`config.mk`:
```
export PLATFORM = sky130hd
export DESIGN_NAME = ebwsu_top
export DESIGN_NICKNAME = d
export VERILOG_FILES = /design/src/logic/ebwsu_pkg.sv /design/src/logic/ebwsu_if.sv /design/src/logic/ebwsu_top.sv /design/src/logic/ebwsu_clkdiv.sv /design/src/logic/ebwsu_decode.sv
export SDC_FILE = /design/constraint.sdc
export NUM_CORES = 1
export LEC_CHECK = 0
export ABC_AREA = 1
export BUFFER_PORTS_ARGS = -buffer_cell sky130_fd_sc_hd__buf_4
export CAP_MARGIN = 20
export CELL_PAD_IN_SITES_DETAIL_PLACEMENT = 0
export CELL_PAD_IN_SITES_GLOBAL_PLACEMENT = 1
export CORE_AREA = 3 3 75 77
export CTS_CLUSTER_SIZE = 16
export DETAILED_ROUTE_END_ITERATION = 12
export DIE_AREA = 0 0 78 80
export PLACE_DENSITY = 0.9
export SLEW_MARGIN = 25
export SYNTH_ARGS = -nofsm -noshare
export SYNTH_HDL_FRONTEND = slang
export SYNTH_SLANG_ARGS = --single-unit
```
`constraint.sdc`:
```
create_clock -name mclk -period 2.1 [get_ports mclk]
set_clock_uncertainty 0.15 [all_clocks]
set_input_delay 0.21 -clock mclk [delete_from_list [all_inputs] [get_ports mclk]]
set_output_delay 0.21 -clock mclk [all_outputs]
set_load 0.02 [all_outputs]
```
`src/logic/ebwsu_pkg.sv`:
```
package ebwsu_pkg;

	localparam int ADDR_W = 20;
	localparam int EXT_ADDR_W = 17;
	localparam int WAIT_W = 2;

	// Physical address windows of the two chip selects.
	localparam logic [19:0] ROM_CS_LO = 20'h0_0000;
	localparam logic [19:0] ROM_CS_HI = 20'h1_FFFF;
	localparam logic [19:0] RAMROM_CS_LO = 20'hE_0000;
	localparam logic [19:0] RAMROM_CS_HI = 20'hF_FDFF;
	localparam int HALF_BIT = 19;
	localparam int CS17_BIT = 17;
	localparam int CS18_BIT = 18;

	// Wait selection field: bit 0 for the lower half, bit 1 for the upper half.
	localparam int WSEL_LOWER = 0;
	localparam int WSEL_UPPER = 1;
	localparam int WSEL_IO = 0;
	localparam logic [1:0] MEM_WAIT_FAST = 2'h0;
	localparam logic [1:0] MEM_WAIT_SLOW = 2'h1;
	localparam logic [1:0] IO_WAIT_BASE = 2'h1;
	localparam logic [1:0] IO_WAIT_EXTRA = 2'h2;

	localparam logic [1:0] DEBUG_MODE = 2'h1;
	localparam logic ADAPTER_LEVEL = 1'h0;

	localparam logic [16:0] EXT_ADDR_RST = 17'h0_0000;
	localparam logic STROBE_IDLE = 1'h1;

	typedef enum logic [1:0] {
		ST_IDLE = 2'h0,
		ST_STROBE = 2'h1,
		ST_STRETCH = 2'h3,
		ST_RELEASE = 2'h2
	} ebwsu_state_e;

	typedef enum logic [1:0] {
		K_MEM_RD = 2'h0,
		K_MEM_WR = 2'h1,
		K_IO_RD = 2'h2,
		K_IO_WR = 2'h3
	} ebwsu_kind_e;

endpackage

```
`src/logic/ebwsu_if.sv`:
```
`timescale 1ns/1ps
interface ebwsu_if;
	logic sys_en;
	logic clk_phase;
	logic [19:0] addr;
	logic upper_half;
	logic rom_hit;
	logic ramrom_hit;

	modport div (output sys_en, output clk_phase);
	modport dec (input addr, output upper_half, output rom_hit, output ramrom_hit);
	modport core (
		input sys_en,
		input clk_phase,
		input upper_half,
		input rom_hit,
		input ramrom_hit,
		output addr
	);
endinterface

```
`src/logic/ebwsu_top.sv`:
```
`timescale 1ns/1ps
module ebwsu_top
	import ebwsu_pkg::*;
(
	input wire logic mclk,
	input wire logic arst_n,
	input wire logic [19:0] cpu_addr,
	input wire logic cpu_on_chip,
	input wire logic int_mem_read_n,
	input wire logic int_mem_write_n,
	input wire logic int_io_read_n,
	input wire logic int_io_write_n,
	input wire logic ext_wait_request,
	input wire logic [1:0] system_control_1_wait,
	input wire logic cs17_enable,
	input wire logic cs18_enable,
	input wire logic [1:0] mode_sel,
	input wire logic debug_serial_pin_in,
	output logic debug_serial_pin_out,
	output logic debug_serial_pin_oe,
	output logic debug_monitor_start,
	output logic [16:0] ext_addr,
	output logic rom_select_n,
	output logic ram_rom_select_n,
	output logic ext_mem_read_n,
	output logic ext_mem_write_n,
	output logic ext_io_read_n,
	output logic ext_io_write_n,
	output logic cpu_wait,
	output logic clk_out
);

	typedef struct packed {
		ebwsu_state_e state;
		ebwsu_kind_e kind;
		logic [1:0] wait_cnt;
		logic zero_wait;
		logic [16:0] addr_out;
		logic pin17;
		logic pin18;
		logic mem_rd_n;
		logic mem_wr_n;
		logic io_rd_n;
		logic io_wr_n;
		logic cpu_wait;
		logic clk_out;
		logic strap_pending;
		logic debug_start;
		logic dbg_out;
		logic dbg_oe;
	} ebwsu_top_s;

	ebwsu_top_s st_r;
	ebwsu_top_s st_nxt;

	ebwsu_if link ();

	ebwsu_clkdiv u_div (
		.mclk(mclk),
		.arst_n(arst_n),
		.bus(link.div)
	);

	ebwsu_decode u_dec (
		.bus(link.dec)
	);

	assign link.addr = cpu_addr;

	logic any_req;
	logic ext_req;
	logic is_mem;
	logic [1:0] cfg_waits;
	logic stretch;
	ebwsu_kind_e req_kind;

	// Picks the strobe to serve when the core drives more than one.
	function automatic ebwsu_kind_e ebwsu_pick(
		input logic mrd_n,
		input logic mwr_n,
		input logic int_io_read_n_n
	);
		if (!mrd_n) begin
			return K_MEM_RD;
		end else if (!mwr_n) begin
			return K_MEM_WR;
		end else if (!int_io_read_n_n) begin
			return K_IO_RD;
		end else begin
			return K_IO_WR;
		end
	endfunction

	always_comb begin
		any_req = !int_mem_read_n || !int_mem_write_n || !int_io_read_n || !int_io_write_n;
		ext_req = any_req && !cpu_on_chip;
		req_kind = ebwsu_pick(int_mem_read_n, int_mem_write_n, int_io_read_n);
		is_mem = (req_kind == K_MEM_RD) || (req_kind == K_MEM_WR);
		if (is_mem) begin
			if (link.upper_half) begin
				cfg_waits = system_control_1_wait[WSEL_UPPER] ? MEM_WAIT_SLOW
					: MEM_WAIT_FAST;
			end else begin
				cfg_waits = system_control_1_wait[WSEL_LOWER] ? MEM_WAIT_SLOW
					: MEM_WAIT_FAST;
			end
		end else begin
			cfg_waits = system_control_1_wait[WSEL_IO] ? IO_WAIT_EXTRA
				: IO_WAIT_BASE;
		end
		// A zero-wait memory cycle never looks at the wait request.
		stretch = ext_wait_request && !st_r.zero_wait;
	end

	always_comb begin
		st_nxt = st_r;
		st_nxt.clk_out = link.clk_phase;
		st_nxt.dbg_out = 1'h0;
		st_nxt.dbg_oe = 1'h0;
		if (link.sys_en) begin
			// The strap is read once, on the first system tick after release.
			if (st_r.strap_pending) begin
				st_nxt.strap_pending = 1'h0;
				st_nxt.debug_start = (mode_sel == DEBUG_MODE)
					&& (debug_serial_pin_in == ADAPTER_LEVEL);
			end
			case (st_r.state)
				ST_IDLE: begin
					if (ext_req) begin
						st_nxt.state = ST_STROBE;
						st_nxt.kind = req_kind;
						st_nxt.wait_cnt = cfg_waits;
						st_nxt.zero_wait = is_mem && (cfg_waits == MEM_WAIT_FAST);
						st_nxt.addr_out = cpu_addr[EXT_ADDR_W-1:0];
						st_nxt.pin17 = cs17_enable ? !link.rom_hit
							: cpu_addr[CS17_BIT];
						st_nxt.pin18 = cs18_enable ? !link.ramrom_hit
							: cpu_addr[CS18_BIT];
						st_nxt.mem_rd_n = !(req_kind == K_MEM_RD);
						st_nxt.mem_wr_n = !(req_kind == K_MEM_WR);
						st_nxt.io_rd_n = !(req_kind == K_IO_RD);
						st_nxt.io_wr_n = !(req_kind == K_IO_WR);
						st_nxt.cpu_wait = (cfg_waits != MEM_WAIT_FAST) || ext_wait_request
							&& !(is_mem && (cfg_waits == MEM_WAIT_FAST));
					end
				end
				ST_STROBE: begin
					if (st_r.wait_cnt != 2'h0) begin
						st_nxt.wait_cnt = st_r.wait_cnt - 2'h1;
						st_nxt.cpu_wait = 1'h1;
					end else if (stretch) begin
						st_nxt.state = ST_STRETCH;
						st_nxt.cpu_wait = 1'h1;
					end else begin
						st_nxt.state = ST_RELEASE;
						st_nxt.cpu_wait = 1'h0;
						st_nxt.mem_rd_n = STROBE_IDLE;
						st_nxt.mem_wr_n = STROBE_IDLE;
						st_nxt.io_rd_n = STROBE_IDLE;
						st_nxt.io_wr_n = STROBE_IDLE;
					end
				end
				ST_STRETCH: begin
					if (!stretch) begin
						st_nxt.state = ST_RELEASE;
						st_nxt.cpu_wait = 1'h0;
						st_nxt.mem_rd_n = STROBE_IDLE;
						st_nxt.mem_wr_n = STROBE_IDLE;
						st_nxt.io_rd_n = STROBE_IDLE;
						st_nxt.io_wr_n = STROBE_IDLE;
					end
				end
				ST_RELEASE: begin
					// Chip selects go inactive between cycles so a slow device
					// never sees two accesses merge into one.
					st_nxt.pin17 = cs17_enable ? STROBE_IDLE : st_r.pin17;
					st_nxt.pin18 = cs18_enable ? STROBE_IDLE : st_r.pin18;
					if (!any_req) begin
						st_nxt.state = ST_IDLE;
					end
				end
				default: begin
					st_nxt.state = ST_IDLE;
					st_nxt.cpu_wait = 1'h0;
					st_nxt.mem_rd_n = STROBE_IDLE;
					st_nxt.mem_wr_n = STROBE_IDLE;
					st_nxt.io_rd_n = STROBE_IDLE;
					st_nxt.io_wr_n = STROBE_IDLE;
				end
			endcase
		end
	end

	always_ff @(posedge mclk or negedge arst_n) begin
		if (!arst_n) begin
			st_r.state <= ST_IDLE;
			st_r.kind <= K_MEM_RD;
			st_r.wait_cnt <= 2'h0;
			st_r.zero_wait <= 1'h0;
			st_r.addr_out <= EXT_ADDR_RST;
			st_r.pin17 <= STROBE_IDLE;
			st_r.pin18 <= STROBE_IDLE;
			st_r.mem_rd_n <= STROBE_IDLE;
			st_r.mem_wr_n <= STROBE_IDLE;
			st_r.io_rd_n <= STROBE_IDLE;
			st_r.io_wr_n <= STROBE_IDLE;
			st_r.cpu_wait <= 1'h0;
			st_r.clk_out <= 1'h0;
			st_r.strap_pending <= 1'h1;
			st_r.debug_start <= 1'h0;
			st_r.dbg_out <= 1'h0;
			st_r.dbg_oe <= 1'h0;
		end else begin
			st_r <= st_nxt;
		end
	end

	// The monitor itself lives elsewhere; this block only leaves the pin undriven.
	assign debug_serial_pin_out = st_r.dbg_out;
	assign debug_serial_pin_oe = st_r.dbg_oe;
	assign debug_monitor_start = st_r.debug_start;
	assign ext_addr = st_r.addr_out;
	assign rom_select_n = st_r.pin17;
	assign ram_rom_select_n = st_r.pin18;
	assign ext_mem_read_n = st_r.mem_rd_n;
	assign ext_mem_write_n = st_r.mem_wr_n;
	assign ext_io_read_n = st_r.io_rd_n;
	assign ext_io_write_n = st_r.io_wr_n;
	assign cpu_wait = st_r.cpu_wait;
	assign clk_out = st_r.clk_out;

endmodule

```
`src/logic/ebwsu_clkdiv.sv`:
```
`timescale 1ns/1ps
module ebwsu_clkdiv
	import ebwsu_pkg::*;
(
	input wire logic mclk,
	input wire logic arst_n,
	ebwsu_if.div bus
);
	typedef struct packed {
		logic phase;
	} ebwsu_div_s;

	ebwsu_div_s st_r;
	ebwsu_div_s st_nxt;

	always_comb begin
		st_nxt = st_r;
		st_nxt.phase = ~st_r.phase;
	end

	always_ff @(posedge mclk or negedge arst_n) begin
		if (!arst_n) begin
			st_r <= '0;
		end else begin
			st_r <= st_nxt;
		end
	end

	// One enable per two oscillator edges gives the halved system rate.
	assign bus.sys_en = st_r.phase;
	assign bus.clk_phase = st_r.phase;
endmodule

```
`src/logic/ebwsu_decode.sv`:
```
`timescale 1ns/1ps
module ebwsu_decode
	import ebwsu_pkg::*;
(
	ebwsu_if.dec bus
);
	always_comb begin
		bus.upper_half = bus.addr[HALF_BIT];
		bus.rom_hit = (bus.addr >= ROM_CS_LO) && (bus.addr <= ROM_CS_HI);
		bus.ramrom_hit = (bus.addr >= RAMROM_CS_LO) && (bus.addr <= RAMROM_CS_HI);
	end
endmodule

```
Word level (Yosys, flattened, before mapping)
Index checks and enable logic that the tools add are counted.
{ "op_classes": {"n_addsub": 1, "order_cmp": 4, "eq_ne": 15, "muxes": 27, "bitwise_logic": 2, "n_reduce_logical": 41} }
{ "op_table": {"columns": ["operator", "n"], "rows": [
  ["2-to-1 mux 31 bit", 1],
  [">= comparator 20 x 1 -> 1 bit (second input constant)", 1],
  [">= comparator 20 bit (second input constant)", 1],
  ["<= comparator 20 x 17 -> 1 bit (second input constant)", 1],
  ["<= comparator 20 bit (second input constant)", 1],
  ["2-to-1 mux 2 bit", 8],
  ["inequality test 2 bit (second input constant)", 8],
  ["AND reduction 4 bit", 4],
  ["one-hot mux 5 bit (3 select lines)", 1],
  ["logical NOT 1 bit", 13],
  ["2-to-1 mux 1 bit", 11],
  ["== test 2 bit (second input constant)", 4],
  ["2-to-1 mux 4 bit", 2],
  ["one-hot mux 2 bit (2 select lines)", 2],
  ["one-hot mux 2 bit (4 select lines)", 1],
  ["nonzero test 2 bit", 4],
  ["logical AND 1 bit", 7],
  ["== test 2 x 1 -> 1 bit (second input constant)", 3],
  ["logical NOT 2 bit", 3],
  ["AND reduction 6 bit", 1],
  ["logical OR 1 bit", 5],
  ["2-to-1 mux 5 bit", 1],
  ["AND reduction 5 bit", 1],
  ["AND reduction 3 bit", 1],
  ["other kinds (4)", 5]
]} }
{ "totals": {"register_bits": 35, "input_bits": 35, "output_inout_bits": 28, "wordCells": 106} }

Logic depth before layout (Yosys ltp)
{ "depth": {"word_depth": 13, "ltp_mapped": 10, "ltp_nobuf": 10} }

Hierarchy
From an unflattened synthesis, not the netlist that was laid out.
{ "hier_totals": {"cells_unflattened": 240, "area_unflattened_um2": 1981.9} }
{ "by_module_without_submodules": {"columns": ["mod", "n_inst", "cells_each", "area_per_inst_um2", "seq_area_each_um2"], "rows": [
  ["ebwsu_top", 1, 227, 1900.6, 809.5],
  ["ebwsu_decode", 1, 10, 45.0, 0.0],
  ["ebwsu_clkdiv", 1, 3, 36.3, 25.0]
]} }

Least setup slack after synthesis
No wires, ideal clock.
{ "synth_path": {"path_type": "reg2reg", "from": "register st_r[35] (netlist name)", "to": "register st_r[29] (netlist name)", "setup_time_ps": 120, "t_arrival_ps": 1108, "required_ps": 1830, "slack_ps": 722, "stages_incl_launch_ff": 6, "synth_period_minus_slack_ps": 1378, "cell_sequence": "dfrtp_1 nor2_4 nand3_4 buf_4 nand2_1 o21ai_2"} }
{ "synth_via": {"elab_chain_len": 2} }
{ "synth_lines": {"columns": ["item", "line", "text"], "rows": [
  ["start: declaration", "ebwsu_top.sv:53", "ebwsu_top_s st_r;"],
  ["start signal: assignment", "ebwsu_top.sv:214", "st_r <= st_nxt;"],
  ["logical NOT 2 bit", "ebwsu_top.sv:127", "case (st_r.state)"],
  ["AND reduction 3 bit (no line)", null, null]
]} }
No other way between the ends.
A chain may end at the register's enable or synchronous reset.

Final worst setup path
{ "layout_path": {"from": "input mode_sel[1]", "to": "register st_r (netlist bit debug_monitor_start)"} }
{ "layout_via": {"elab_chain_len": 2} }
{ "layout_lines": {"columns": ["item", "line", "text"], "rows": [
  ["start: declaration", "ebwsu_top.sv:17", "input wire logic [1:0] mode_sel,"],
  ["== test 2 x 1 -> 1 bit", "ebwsu_top.sv:124", "st_nxt.debug_start = (mode_sel == DEBUG_MODE)"],
  ["logical AND 1 bit", "ebwsu_top.sv:125", "&& (debug_serial_pin_in == ADAPTER_LEVEL);"]
]} }
No other way between the ends.

==> summary by stage <==
Yosys
The count of cell types in the netlist is 30. The area of the mapped netlist is 1960 µm². The synthesized design spends more area on one cell type than any other, namely dfrtp_1. Of all flip-flops after synthesis, the portion carrying an async set or reset was 100%.

The yosys synthesis warning count is 0. After synthesis, the cell types taking the most area are dfrtp_1, nand2_1, dfstp_2. In this run the mean area of a mapped cell was 8.01 µm². Synthesis handed over a netlist of 245 instances. The prevailing post-synth register cell is dfrtp_1. The synthesized design contains 33 register bits.

Of the synthesized area, sequential elements account for 42.5%. The number of synthesized flops with an enable pin is 0. The portion of synthesized cell area occupied by the leading cell type is 33.1%.

Placement
The placement-stage cell area is 2320 µm². In this run, placement finished with an instance count of 353. The post-place setup slack is 0.372 ns. The number of buffers inserted by port buffering is 60.

After legalization and detailed placement, the total HPWL measured 3220 µm. Routability-driven placement finished with a final weighted congestion of 0.868.

Power
The power per standard cell area is 1330 nW/µm². The combinational power share is 49.7%. The leakage power is 1.34 nW.

The net switching power of the design is 1.36 mW. The overall power is 3.26 mW. Internal power comes to 1.90 mW. VDD sags by at most 0.404 mV. Per report_power, the clock group accounts for 15.8% of the total.

Net switching is 41.7% of the power. Sequential cells account for 34.5% of the total power.

Setup path
The kind of critical path is in -> reg. Counting stages on the worst path, the most repeated cell is dlygate4sd3_1. The reg2reg setup slack is 0.38 ns. Of all nets on the critical path, the largest fanout is 1. The worst setup path is captured at a flip-flop. STA classifies the critical path startpoint as a primary input. On the critical path the largest part of the delay comes from buffers and inverters.

Traced cell by cell, the critical path runs through dlygate4sd3_1 -> buf_4 -> o41ai_1 -> dlygate4sd3_1. The number of buffers and inverters on the critical path is 3. The required time of the critical path is 2.17 ns.

STA puts the critical path data arrival time at 1.80 ns. The largest incremental delay on the critical path is 0.58 ns. The cell with the largest stage delay on the worst path is dlygate4sd3_1.

Finish
The count of antenna diodes in the layout is 0. The area taken by multi-input logic gates is 792 µm². The number of standard cells in the layout, taps in and fillers out is 364. The library cells used most frequently in the layout, excluding fill and tap cells, are nand2_1, buf_4, inv_1.

The final layout contains 329 nets. The area overhead of the layout relative to synthesis is 24.9%. The number of filler cells placed in the layout is 531. Cells with a size suffix above 1 make up 37.8% of the layout. After routing the design area is 2450 µm².

The sequential cell area in the final layout is 835 µm². The most frequent standard cell in the layout excluding fill and tap cells is nand2_1.

CTS
The number of gates resized after CTS is 0. The post-CTS clock slew at the launch and capture registers of the worst setup and hold paths is 0.06 ns. The tree is rooted in a clkbuf_8. Clock tree synthesis inserted a total of 5 buffers. In this run the number of H-tree levels came out at 2.

TritonCTS built the clock tree. The latest clock arrival within the worst-skew pair is 0.28 ns. The clock passes through at most 2 buffers. Clock tree synthesis found a total of 33 sinks.

Die
The chip width is 78 µm. For this design the top-level I/O count stands at 63. The initial cell density of the core is 38.7%. The core region is 5070 µm². The initialized floorplan defines 26 standard-cell rows. The die area is 6240 µm². The die outline height is 80 µm.

Timing
The maximum operating frequency is 578 MHz. Adding up every negative setup slack in the final design gives 0 ns. Setup repair after global routing left no endpoint under its margin. The setup slack of the critical path after layout is 0.370 ns. The count of endpoints failing hold in the final timing report is 0. The number of max-slew violations in the final report is 0. The final count of negative-setup-slack endpoints is 0. The final critical-path required period is 1.73 ns. In the finished design, the share of the clock period the worst path needs comes to 82.4%.

Worst hold path
The path class of the tightest hold or removal check is in -> reg.

Run status
The run finished with clean final reports.

Routing
Summing over every cut layer, the via total after detailed routing is 1594. The total wirelength of the detailed-routed design is 4170 µm. The DRC violation count after routing is 0. The remaining number of nets flagged by the antenna check after routing is 0. The post-detailed-route wirelength per cell is 11.5 µm. The detailed router finished its first iteration with 73 violations. After detailed routing, the number of vias per cell comes to 4.38. The pre-antenna-repair detailed-routing pass consisted of 4 iterations.

GRT
The first global-routing pass estimated 7120 µm of wire. The number of antenna violations at the first check in global routing is 0. The total overflow left after global routing is 0. The number of global-route vias before repair is 1590. In the global route stage, overall resource usage came out at 14.5%.

Entering global routing, the biggest net connects 37 pins.

Run
The tool flagged a number of max-cap violations equal to 0.
==> power groups by stage <==
| stage | clock network [mW] | logic (mW) | registers [mW] |
|---|---|---|---|
| final | 0.515 | 1.62 | 1.12 |
| after floorplan | 0 | 1.30 | 1.16 |
| after detailed placement | 0 | 1.64 | 1.14 |
| after global placement | 0 | 1.61 | 1.13 |
| after global routing | 0.563 | 1.81 | 1.16 |
| after CTS | 0.531 | 1.65 | 1.13 |
==> area by class of cell <==
cell class,instances,share of cell area [%]
Multi-Input combinational cell,150,32.3
Tap cell,70,3.57
Clock inverter,1,0.204
Sequential cell,33,34.0
Clock buffer,7,3.93
Inverter,39,6.07
Timing Repair Buffer,64,19.9
==> Yosys cell counts, types with 2 or more instances <==
master and count:
buf_6 3, dfrtp_1 26, o21bai_1 3, nand4_1 2, nor2_2 3, dfstp_2 7, o21ai_0 6, inv_2 6
nand2_2 3, o21ai_1 7, o21ai_2 12, nand3_1 15, nor2_4 2, nand2_4 3, a21oi_1 3, nand2_1 69
buf_4 21, inv_1 31, nor2_1 12
==> logic make-up (layout without fill, tap and decap cells) <==
logic type / count (synthesis) / count (layout) / synth area share (%)
and+or+nand+nor: 114 / 114 / 27.5
buffers and inverters: 63 / 111 / 17.3
AOI/OAI and AO/OA: 33 / 33 / 11.9
DFF: 33 / 33 / 42.5
adders and majority gates: 1 / 1 / 0.637
other: 1 / 2 / 0.191
==> per-stage QoR <==
stage | util, % | hold WS [ns]
finish | 48.3 | 0.0201
global route | 48.3 | 0.0269
CTS | 48.3 | 0.0160
detailed placement | 45.7 | 0.0229
global placement | 45.7 | 0.0289
floorplan | - | -0.236
==> final timing paths <==
| path | start | end | cells after the start |
|---|---|---|---|
| setup reg to reg | st_r[34]$_DFFE_PN0P_ | ext_addr[9]$_DFFE_PN0P_ | 4 |
| hold / removal | cpu_addr[8] | ext_addr[8]$_DFFE_PN0P_ | 3 |
| max in group asynchronous | arst_n | ext_io_write_n$_DFFE_PN1P_ | 2 |
| min in group asynchronous | arst_n | ext_addr[1]$_DFFE_PN0P_ | 2 |
| setup / recovery | mode_sel[1] | debug_monitor_start$_DFFE_PN0P_ | 4 |
| hold reg to reg | st_r[3]$_DFFE_PN1P_ | st_r[3]$_DFFE_PN1P_ | 2 |
==> sequential cells by signal (all words and copies together), names as in the netlist <==
signal               cells
clk_out                  1
cpu_wait                 1
debug_monitor_start      1
ext_addr                17
ext_io_read_n            1
ext_io_write_n           1
ext_mem_read_n           1
ext_mem_write_n          1
ram_rom_select_n         1
rom_select_n             1
st_r                     6
u_div.bus.clk_phase      1
==> metal layers <==
metal	routed length, µm	up-vias	track usage, %	part of all wire [%]
met4	72	0	6.99	1.7
met2	1990	47	23.1	48
li1	-	834	-	-
met1	1860	706	18.0	45
met5	0	-	0	0
met3	248	7	4.06	5.9
==> what timing repair did <==
action,4_1_cts,5_1_grt
hold buffers,3,0
endpoints found under the hold margin,27,0
buffers inserted,0,0
==> worst reg2reg max path: cells and delay by family (launching register included) <==
kind            cells  cell delay, ns
compound gates      1            0.07
flops               1            0.52
simple gates        3            0.87
(Power assumes the default switching activity.)
